<file path="src/verilog/shc_pkg.sv">
// shared constants and types for the host control pin block
`default_nettype none
package shc_pkg;
    // ************************************************************
    // timing
    // ************************************************************
    localparam int CLK_HZ          = 25_000_000;
    localparam int CLK_PER_US      = CLK_HZ / 1_000_000;
    localparam int RST_LONG_US     = 15_000;     // standard reset pulse, 15 ms
    localparam int RST_SHORT_US    = 3_500;      // short variant reset pulse, 3.5 ms
    localparam int RST_LONG_CYC    = RST_LONG_US * CLK_PER_US;
    localparam int RST_SHORT_CYC   = RST_SHORT_US * CLK_PER_US;
    localparam int WD_TIMEOUT_US   = 100_000;    // watchdog service period
    localparam int WD_TIMEOUT_CYC  = WD_TIMEOUT_US * CLK_PER_US;
    localparam int SERIAL_MAX_HZ   = 4_000_000;  // highest serial clock supported
    localparam int CAN_MAX_BPS     = 1_000_000;  // highest CAN bit rate supported

    // ************************************************************
    // serial frame layout
    // ************************************************************
    localparam int FRAME_BITS      = 8;
    localparam int OP_MSB          = 7;
    localparam int OP_LSB          = 6;
    localparam int ARG_MSB         = 3;
    localparam int MODE_ST_MSB     = 7;          // mode field in status byte
    localparam int MODE_ST_LSB     = 6;
    localparam int WDF_ST_BIT      = 5;          // watchdog fault in status byte
    localparam logic [1:0] OP_MODE = 2'h0;
    localparam logic [1:0] OP_WATCHDOG_FAULT_OUT_N = 2'h1;
    localparam logic [1:0] OP_IEN  = 2'h2;
    localparam logic [1:0] OP_STAT = 2'h3;
    localparam logic [3:0] WD_KEY  = 4'hA;       // correct watchdog service value

    // ************************************************************
    // reset values and modes
    // ************************************************************
    localparam logic [3:0] IEN_RST  = 4'h0;
    localparam logic [3:0] FLAG_RST = 4'h0;
    localparam int NUM_IRQ          = 4;

    typedef enum logic [1:0] {
        SHC_NORMAL,
        SHC_STANDBY,
        SHC_STOP,
        SHC_SLEEP
    } shc_mode_t;
endpackage
`default_nettype wire

</file>
<file path="src/verilog/shc_host_pins.sv">
// host-facing control pins: serial port, reset, interrupt, watchdog, CAN data
// Notes on behaviour
// - after power-up, undervoltage or a watchdog failure the reset output is held low 15 ms (3.5 ms short variant).
// - the interrupt output goes low only for a pending condition whose enable is set.
// - the serial data output is driven only while selected and released otherwise.
// - serial traffic is acted on only while the active-low select is low.
// - the watchdog output goes low when the watchdog is not served correctly.
// - in normal mode, transmit bits from the host go to the bus and the bus level comes back on the receive pin; both are recessive in the other modes.
// - the serial port works with any serial clock up to 4 MHz.
// - the CAN data path carries bit rates up to 1 Mbps.
// - normal, standby, stop and sleep modes are selected through the serial port.
`default_nettype none
module shc_host_pins
    import shc_pkg::*;
#(
    parameter bit SHORT_RESET      = 1'b0,
    parameter int RST_LONG_CYCLES  = RST_LONG_CYC,
    parameter int RST_SHORT_CYCLES = RST_SHORT_CYC,
    parameter int WD_CYCLES        = WD_TIMEOUT_CYC
) (
    input  wire logic               clk,
    input  wire logic               rst,
    input  wire logic               sclk,
    input  wire logic               cs_n,
    input  wire logic               mosi,
    output var  logic               miso,
    output var  logic               miso_oe,
    input  wire logic               txd,
    output var  logic               rxd,
    output var  logic               can_tx,
    input  wire logic               can_rx,
    input  wire logic               vdd_uv,
    input  wire logic [NUM_IRQ-1:0] irq_event,
    output var  logic               rst_n,
    output var  logic               int_n,
    output var  logic               watchdog_fault_out_n,
    output var  logic [1:0]         mode_code
);
    localparam int WW = $clog2(WD_CYCLES + 1);

    typedef struct packed {
        logic                 sclk_s1, sclk_s2, sclk_d;
        logic                 cs_s1, cs_s2, cs_d;
        logic                 mosi_s1, mosi_s2;
        logic                 txd_s1, txd_s2;
        logic                 rx_s1, rx_s2;
        logic                 uv_s1, uv_s2;
        logic [FRAME_BITS-1:0] shift_in;
        logic [FRAME_BITS-1:0] shift_out;
        logic [2:0]           bitcnt;
        shc_mode_t            mode;
        logic [NUM_IRQ-1:0]   int_en;
        logic [NUM_IRQ-1:0]   flags;
        logic [WW-1:0]        wd_cnt;
        logic                 wd_fault;
        logic                 wd_trip;
        logic                 miso, miso_oe, int_n, wd_n, rxd, can_tx;
        logic [1:0]           mcode;
    } shc_state_t;

    shc_state_t s;
    shc_state_t next_s;
    logic       timer_rst_n;
    logic       timer_busy;
    logic       rst_n_q;

    // ************************************************************
    // mode code conversion
    // ************************************************************
    function automatic shc_mode_t mode_of(input logic [1:0] code);
        unique case (code)
            2'h0: mode_of = SHC_NORMAL;
            2'h1: mode_of = SHC_STANDBY;
            2'h2: mode_of = SHC_STOP;
            2'h3: mode_of = SHC_SLEEP;
        endcase
    endfunction

    function automatic logic [1:0] code_of(input shc_mode_t m);
        unique case (m)
            SHC_NORMAL:  code_of = 2'h0;
            SHC_STANDBY: code_of = 2'h1;
            SHC_STOP:    code_of = 2'h2;
            SHC_SLEEP:   code_of = 2'h3;
        endcase
    endfunction

    // ************************************************************
    // next state
    // ************************************************************
    always_comb begin
        logic                  rise;
        logic                  fall;
        logic                  sel;
        logic                  cs_fall;
        logic [FRAME_BITS-1:0] word;
        logic                  done;
        logic                  serve;
        logic                  bad;
        logic [NUM_IRQ-1:0]    clr;
        rise    = 1'b0;
        fall    = 1'b0;
        sel     = 1'b0;
        cs_fall = 1'b0;
        word    = '0;
        done    = 1'b0;
        serve   = 1'b0;
        bad     = 1'b0;
        clr     = '0;
        next_s  = s;
        // two-stage synchronisers for every pin input
        next_s.sclk_s1 = sclk;
        next_s.sclk_s2 = s.sclk_s1;
        next_s.sclk_d  = s.sclk_s2;
        next_s.cs_s1   = cs_n;
        next_s.cs_s2   = s.cs_s1;
        next_s.cs_d    = s.cs_s2;
        next_s.mosi_s1 = mosi;
        next_s.mosi_s2 = s.mosi_s1;
        next_s.txd_s1  = txd;
        next_s.txd_s2  = s.txd_s1;
        next_s.rx_s1   = can_rx;
        next_s.rx_s2   = s.rx_s1;
        next_s.uv_s1   = vdd_uv;
        next_s.uv_s2   = s.uv_s1;

        rise    = s.sclk_s2 & ~s.sclk_d;
        fall    = ~s.sclk_s2 & s.sclk_d;
        sel     = ~s.cs_s2;
        cs_fall = ~s.cs_s2 & s.cs_d;
        word    = {s.shift_in[FRAME_BITS-2:0], s.mosi_s2};

        // serial shifter: sample on rising edge, shift out on falling edge
        if (!sel) begin
            next_s.miso_oe = 1'b0;
            next_s.bitcnt  = '0;
        end else begin
            next_s.miso_oe = 1'b1;
            if (cs_fall) begin
                next_s.shift_out = '0;
                next_s.shift_out[MODE_ST_MSB:MODE_ST_LSB] = code_of(s.mode);
                next_s.shift_out[WDF_ST_BIT] = s.wd_fault;
                next_s.shift_out[NUM_IRQ-1:0] = s.flags;
                next_s.miso    = next_s.shift_out[FRAME_BITS-1];
                next_s.bitcnt  = '0;
            end else if (rise) begin
                next_s.shift_in = word;
                next_s.bitcnt   = s.bitcnt + 3'h1;
                done            = (s.bitcnt == 3'h7);
            end else if (fall) begin
                next_s.shift_out = {s.shift_out[FRAME_BITS-2:0], 1'b0};
                next_s.miso      = s.shift_out[FRAME_BITS-2];
            end
        end

        // command decode at the end of a full frame
        if (done) begin
            unique case (word[OP_MSB:OP_LSB])
                OP_MODE: next_s.mode   = mode_of(word[1:0]);
                OP_WATCHDOG_FAULT_OUT_N: begin
                    serve = (word[ARG_MSB:0] == WD_KEY);
                    bad   = ~serve;
                end
                OP_IEN:  next_s.int_en = word[NUM_IRQ-1:0];
                OP_STAT: clr           = s.flags;               // read clears the flags held at the end of the frame
            endcase
        end

        // sticky flags, a new event wins over the clear
        next_s.flags = (s.flags & ~clr) | irq_event;
        next_s.int_n = ~|(next_s.flags & next_s.int_en);

        // watchdog: counts outside reset, trips on timeout or wrong value
        next_s.wd_trip = 1'b0;
        if (timer_busy) begin
            next_s.wd_cnt = '0;
        end else if (serve) begin
            next_s.wd_cnt   = '0;
            next_s.wd_fault = 1'b0;
        end else if (bad || s.wd_cnt == WW'(WD_CYCLES - 1)) begin
            next_s.wd_cnt   = '0;
            next_s.wd_fault = 1'b1;
            next_s.wd_trip  = 1'b1;
        end else begin
            next_s.wd_cnt = s.wd_cnt + WW'(1);
        end
        next_s.wd_n = ~next_s.wd_fault;

        // a reset pulse puts the device back in normal mode
        if (timer_busy) begin
            next_s.mode = SHC_NORMAL;
        end

        // CAN data path is live in normal mode only, recessive elsewhere
        if (next_s.mode == SHC_NORMAL) begin
            next_s.can_tx = s.txd_s2;
            next_s.rxd    = s.rx_s2;
        end else begin
            next_s.can_tx = 1'b1;
            next_s.rxd    = 1'b1;
        end

        // mode code for observation, registered with the rest of the state
        next_s.mcode = code_of(next_s.mode);
    end

    // ************************************************************
    // state register
    // ************************************************************
    always_ff @(posedge clk or posedge rst) begin
        if (rst) begin
            s         <= '0;
            s.sclk_s1 <= 1'b0;
            s.cs_s1   <= 1'b1;
            s.cs_s2   <= 1'b1;
            s.cs_d    <= 1'b1;
            s.mode    <= SHC_NORMAL;
            s.int_en  <= IEN_RST;
            s.flags   <= FLAG_RST;
            s.int_n   <= 1'b1;
            s.wd_n    <= 1'b1;
            s.rxd     <= 1'b1;
            s.can_tx  <= 1'b1;
            s.miso    <= 1'b0;
            s.miso_oe <= 1'b0;
        end else begin
            s <= next_s;
        end
    end

    // ************************************************************
    // reset pulse timer
    // ************************************************************
    shc_reset_timer #(
        .HOLD_CYCLES (SHORT_RESET ? RST_SHORT_CYCLES : RST_LONG_CYCLES)
    ) u_rst_timer (
        .clk       (clk),
        .rst       (rst),
        .trigger   (s.wd_trip),
        .hold_uv   (s.uv_s2),
        .rst_n_out (timer_rst_n),
        .busy      (timer_busy)
    );

    assign mode_code            = s.mcode;
    assign rst_n_q              = timer_rst_n;
    assign rst_n                = rst_n_q;
    assign miso                 = s.miso;
    assign miso_oe              = s.miso_oe;
    assign int_n                = s.int_n;
    assign watchdog_fault_out_n = s.wd_n;
    assign rxd                  = s.rxd;
    assign can_tx               = s.can_tx;
endmodule
`default_nettype wire

</file>
<file path="src/verilog/shc_reset_timer.sv">
// reset pulse timer driving the active-low reset output
`default_nettype none
module shc_reset_timer
    import shc_pkg::*;
#(
    parameter int HOLD_CYCLES = RST_LONG_CYC
) (
    input  wire logic clk,
    input  wire logic rst,
    input  wire logic trigger,
    input  wire logic hold_uv,
    output var  logic rst_n_out,
    output var  logic busy
);
    localparam int CW = $clog2(HOLD_CYCLES + 1);

    typedef struct packed {
        logic          active;
        logic [CW-1:0] cnt;
        logic          rst_n_out;
    } shc_rt_state_t;

    shc_rt_state_t s;
    shc_rt_state_t next_s;

    // ************************************************************
    // pulse counting
    // ************************************************************
    // restart while undervoltage or on a trip, then count the hold time
    always_comb begin
        next_s = s;
        if (hold_uv || trigger) begin
            next_s.active = 1'b1;
            next_s.cnt    = '0;
        end else if (s.active) begin
            if (s.cnt == CW'(HOLD_CYCLES - 1)) begin
                next_s.active = 1'b0;
            end else begin
                next_s.cnt = s.cnt + CW'(1);
            end
        end
        next_s.rst_n_out = ~next_s.active;
    end

    // power-up starts with the pulse already running
    always_ff @(posedge clk or posedge rst) begin
        if (rst) begin
            s <= '{active: 1'b1, cnt: '0, rst_n_out: 1'b0};
        end else begin
            s <= next_s;
        end
    end

    assign rst_n_out = s.rst_n_out;
    assign busy      = s.active;
endmodule
`default_nettype wire

</file>
<file path="config.mk">
export PLATFORM = sky130hd
export DESIGN_NAME = shc_host_pins
export DESIGN_NICKNAME = d
export VERILOG_FILES = /design/src/verilog/shc_pkg.sv /design/src/verilog/shc_host_pins.sv /design/src/verilog/shc_reset_timer.sv
export SDC_FILE = /design/constraint.sdc
export NUM_CORES = 1
export LEC_CHECK = 0
export BUFFER_PORTS_ARGS = -buffer_cell sky130_fd_sc_hd__buf_2
export CAP_MARGIN = 25
export CELL_PAD_IN_SITES_DETAIL_PLACEMENT = 0
export CELL_PAD_IN_SITES_GLOBAL_PLACEMENT = 2
export CORE_UTILIZATION = 42
export CTS_BUF_LIST = sky130_fd_sc_hd__clkbuf_8
export CTS_CLUSTER_SIZE = 8
export DETAILED_ROUTE_END_ITERATION = 7
export PLACE_DENSITY_LB_ADDON = 0.12
export SYNTH_ARGS = -nofsm -noshare
export SYNTH_HDL_FRONTEND = slang
export SYNTH_SLANG_ARGS = --single-unit
</file>
<file path="constraint.sdc">
create_clock -name clk -period 3.1 [get_ports clk]
set_clock_uncertainty 0.1 [all_clocks]
set_input_delay 0 -clock clk [delete_from_list [all_inputs] [get_ports clk]]
set_output_delay 0 -clock clk [all_outputs]
set_load 0.02 [all_outputs]
</file>
== After elaboration in Yosys (flattened, before gate mapping) ==
Cells that the tools add are included.

* Bits in registers: 94
* Input port bits: 12
* Output and inout port bits: 9
* Logic and storage cells: 118

* Add/sub/neg operators: 3
* Eq/ne operators: 18
* Muxes and demuxes: 36
* Bitwise operators: 14
* Reductions and logical operators: 14

{| class="wikitable"
|+ Operators by type and width
! operator !! count
|-
| $mux 22 || 2
|-
| $mux 20 || 2
|-
| $pmux 2 s4 || 3
|-
| $mux 23 || 1
|-
| $add 22x1->22 const B || 1
|-
| $eq 22x22->1 const B || 1
|-
| $add 19x1->19 const B || 1
|-
| $eq 19x19->1 const B || 1
|-
| $mux 19 || 1
|-
| $eq 2x2->1 const B || 8
|-
| $mux 7 || 2
|-
| $mux 1 || 13
|-
| $mux 4 || 3
|-
| $mux 10 || 1
|-
| $mux 2 || 5
|-
| $and 4x4->4 || 2
|-
| $eq 2x1->1 const B || 4
|-
| $logic_not 2->1 || 4
|-
| $not 1->1 || 7
|-
| $mux 3 || 2
|-
| $mux 6 || 1
|-
| $reduce_and 3->1 || 2
|-
| $eq 4x4->1 const B || 1
|-
| $not 4->4 || 1
|-
| other kinds (12) || 16
|}

== Depth between registers and ports, before layout ==
* Depth in word-level cells: 12
* Gate-level depth with buffers: 7
* Depth with buffers taken out: 6

== Cells and area by module ==
Synthesis repeated with hierarchy kept, for this count alone.

* Cells, all modules: 377
* Area, all modules: 4216.5 sq um

{| class="wikitable"
|+ Modules (own cells, without submodules)
! module !! instances !! cells an instance !! area an instance (sq um) !! sequential area each (sq um)
|-
| shc_host_pins || 1 || 263 || 3098.0 || 1810.5
|-
| shc_reset_timer || 1 || 114 || 1118.6 || 526.8
|}

== Least setup slack after synthesis ==
OpenSTA, ideal clock, no wires.

* Path kind: flip-flop to flip-flop
* Start: register s[10] (netlist bit)
* End: register s[25] (netlist bit)
* Setup time: 130 ps
* Arrival time: 1937 ps
* Required time: 2870 ps
* Slack: 933 ps
* Stages on the path, launching flop included: 8
* Path buffers: 2
* Period minus slack after synthesis: 2167 ps
* Cells stage by stage: dfrtp_1 -> ha_1 -> and4_1 -> buf_4 -> or4b_4 -> o311ai_2 -> buf_4 -> a21oi_1

{| class="wikitable"
|+ RTL lines
! item !! line !! text
|-
| start: declaration || shc_host_pins.sv:61 || <nowiki>shc_state_t s;</nowiki>
|-
| start signal: assignment || shc_host_pins.sv:227 || <nowiki>s <= next_s;</nowiki>
|}

==> impl_metrics.tcl <==
set metrics [dict create \
    cts_tree "yes" \
    swShare_pct 23.2 \
    final_util_pct 49.0 \
    slew_headroom_pct 44.3 \
    p_clk_share_pct 38.6 \
    grt_usage_pct 17.6 \
    hold_violations 0 \
    ioPinCount 21 \
    grt_pass1_wl_um 14100 \
    cts_repair_resize_count 0 \
    dpl.hpwl_um 5590 \
    fill_cells 939 \
    path_cells "ha_1 -> and4_1 -> or4b_4 -> o311ai_2 -> buf_4 -> nor2_1" \
    synth_flop_cell "dfrtp_1" \
    hp-class "in2reg" \
    p_per_area_nw_per_um2 481 \
    cp-start-kind "flop" \
    n_antenna_cell 0 \
    ys.warnings.count 0 \
    p_int_mw 1.76 \
    post-route-drc-count 0 \
    hp-start "vdd_uv" \
    holdPathStages 2 \
    antenna_found_initial 0 \
    ys_async_sr_fraction_pct 100 \
    wl_um 8290 \
    syn_to_final_growth_pct 13.2 \
    clock_path_buffers 2 \
    io_buffers 20 \
    power_switching_mw 0.532 \
    vias 2978 \
    reg2reg_depth 6 \
    setup_slack_ns 0.737 \
    synth-seq-area-share_pct 55.5 \
    final_layout_size_suffix_gt1_share_pct 14.2 \
    drtPass1Iterations 4 \
    r2r_end "s[13]$_DFF_PP0_" \
    cp_num_buf_inv 1 \
    cts_made_buffers 9 \
    clkLatencyLatePin_ns 0.36 \
    dp_slack_ns 0.741 \
    synth_seq_cells 93 \
    ir_drop_mv 0.329 \
    final-setup-viol-count 0 \
    netlist_area_um2 4210 \
    coreArea_um2 9730 \
    die-area_um2 10400 \
    startpoint "s[10]$_DFF_PP0_" \
    rr_startpoint "s[10]$_DFF_PP0_" \
    clkSinkCount 93 \
    detail_route.wl_per_cell_um 14.6 \
    p_comb_share_pct 5.1 \
    drv_cap 0 \
    multiInputGateArea_um2 1760 \
    max_stage_delay_ns 0.51 \
    grt_pass1_vias 2796 \
    period_share_pct 76.2 \
    rrSetupSlack_ns 0.74 \
    nets 447 \
    syn-instance-count 400 \
    seqPwrFrac_pct 56.3 \
    start_util_pct 43.3 \
    crit_type "reg2reg" \
    cpMaxStageDelayCell "or4b_4" \
    fin_cells 569 \
    vias_per_cell 5.23 \
    syn_area_per_cell_um2 10.5 \
    fin_setup_tns_ns 0 \
    cp.arrival_ns 2.51 \
    worst_path_dominant_cell_family "simple AND/OR/NAND/NOR gates" \
    root_buffer "clkbuf_8" \
    post-route-min-period_ns 2.36 \
    hold_end "next_s[61]$_DFF_PP0_" \
    run_status "finished clean" \
    grt_max_degree 70 \
    synth_nets 416 \
    grt-ovfl-total 0 \
    regMostFlops "s" \
    gp_congestion 0.771 \
    largest_reg_flops 56 \
    placed_cells 542 \
    row_count 36 \
    power.leakage_nw 1.99 \
    final-seq-area_um2 2340 \
    htreeDepth 3 \
    die_w_um 102 \
    setup.worst_path.end_class "flop" \
    fmax_mhz 423 \
    yosysUniqueCellTypes 50 \
    drt_iter0_drc 93 \
    drtAntennaViolNets 0 \
    rsz0062_at_grt "no" \
    maxSlewViolCount 0 \
    cp.required_ns 3.24 \
    clk_pin_slew_ns 0.09 \
    die_y_um 102 \
    path_max_fanout 22 \
    tightest_slew_ns 0.836 \
    synth_edf_count 0 \
]
worst max-delay path by stage:
| stage | end | slack, ns | depth (start not counted) |
|---|---|---|---|
| 2_1_floorplan | asynchronous set/reset pin | 0.59 | 1 |
| 3_5_place_dp | s[13]$_DFF_PP0_ | 0.74 | 6 |
| 3_3_place_gp | s[13]$_DFF_PP0_ | 0.82 | 6 |
| 4_1_cts | s[13]$_DFF_PP0_ | 0.72 | 6 |
| 6_report | s[13]$_DFF_PP0_ | 0.74 | 6 |
| 5_1_grt | s[27]$_DFF_PP0_ | 0.63 | 6 |
routing by layer:
layer  wire length, um  share of wire, %  global-route usage [%]  vias up
met5                 0                 0                       0        -
met4               111               1.3                    6.15        0
met3               185               2.2                    3.83       11
met2              3770                45                    25.9       32
met1              4230                51                    25.8     1444
li1                  -                 -                       -     1491
placed cells by master (no fill, tap or decap), types with 3 or more instances in the layout:
master	count
dfstp_2	8
o21ai_0	26
nand3_1	18
clkbuf_8	9
nand2b_1	4
ha_1	4
mux2_2	4
nand4_1	12
or2_2	5
and4_1	5
mux2i_1	14
xnor2_1	6
dlygate4sd3_1	11
o31ai_1	10
nand2_1	45
and3_1	4
buf_2	20
or4_1	10
dfrtp_1	85
nor2b_1	3
nor4_1	3
and2_1	4
a21o_1	5
buf_4	4
or3_1	10
inv_1	9
nor3_1	6
xor2_1	13
a21oi_1	20
nor2_1	29
metrics by stage:
stage | total power [mW] | hold WS [ns] | cell area [um2]
finish | 2.29 | 0.178 | 4760
floorplan | 1.38 | -0.0955 | 4210
detailed placement | 1.42 | 0.00616 | 4430
global route | 2.40 | 0.155 | 4760
global placement | 1.42 | 0.00757 | 4430
CTS | 2.33 | 0.148 | 4760
synthesized netlist by cell type, types with 9 or more instances:
cell type | count | share of area, %
a21oi_1 | 20 | 2.4
clkbuf_1 | 10 | 0.89
dfrtp_1 | 85 | 51
inv_1 | 9 | 0.80
mux2i_1 | 14 | 3.3
nand2_1 | 45 | 4.0
nand3_1 | 18 | 2.1
nand4_1 | 12 | 1.8
nor2_1 | 29 | 2.6
o21ai_0 | 26 | 3.1
o31ai_1 | 10 | 1.8
or3_1 | 10 | 1.5
or4_1 | 10 | 1.8
xor2_1 | 13 | 2.7
cell type report:
| class | count | area share [%] |
|---|---|---|
| clock buffers | 9 | 2.60 |
| flip-flops and latches | 93 | 49.1 |
| repair buffers | 35 | 5.04 |
| inverters | 9 | 0.762 |
| clock inverters | 7 | 2.02 |
| multi-input cells | 283 | 37.0 |
| well taps | 133 | 3.49 |
power by group through the flow:
stage	sequential (mW)	combinational (mW)	clock, mW
finish	1.29	0.116	0.885
global route	1.30	0.133	0.966
CTS	1.29	0.119	0.925
detailed placement	1.31	0.108	0
global placement	1.31	0.107	0
floorplan	1.30	0.0742	0
what timing repair did:
item                      4_1_cts  5_1_grt
buffers inserted                0        0
hold buffers                   11        0
hold endpoints to repair       71        0
kinds of logic after synthesis:
logic type	share of synthesized area [%]
xor gates and xnor gates	3.95
and+or+nand+nor	21.4
DFF	55.5
muxes	4.40
buffers and inverters	2.59
adders and majority gates	1.19
AOI/OAI and AO/OA	11.0
Note: power is estimated with default switching activity, not from simulation.
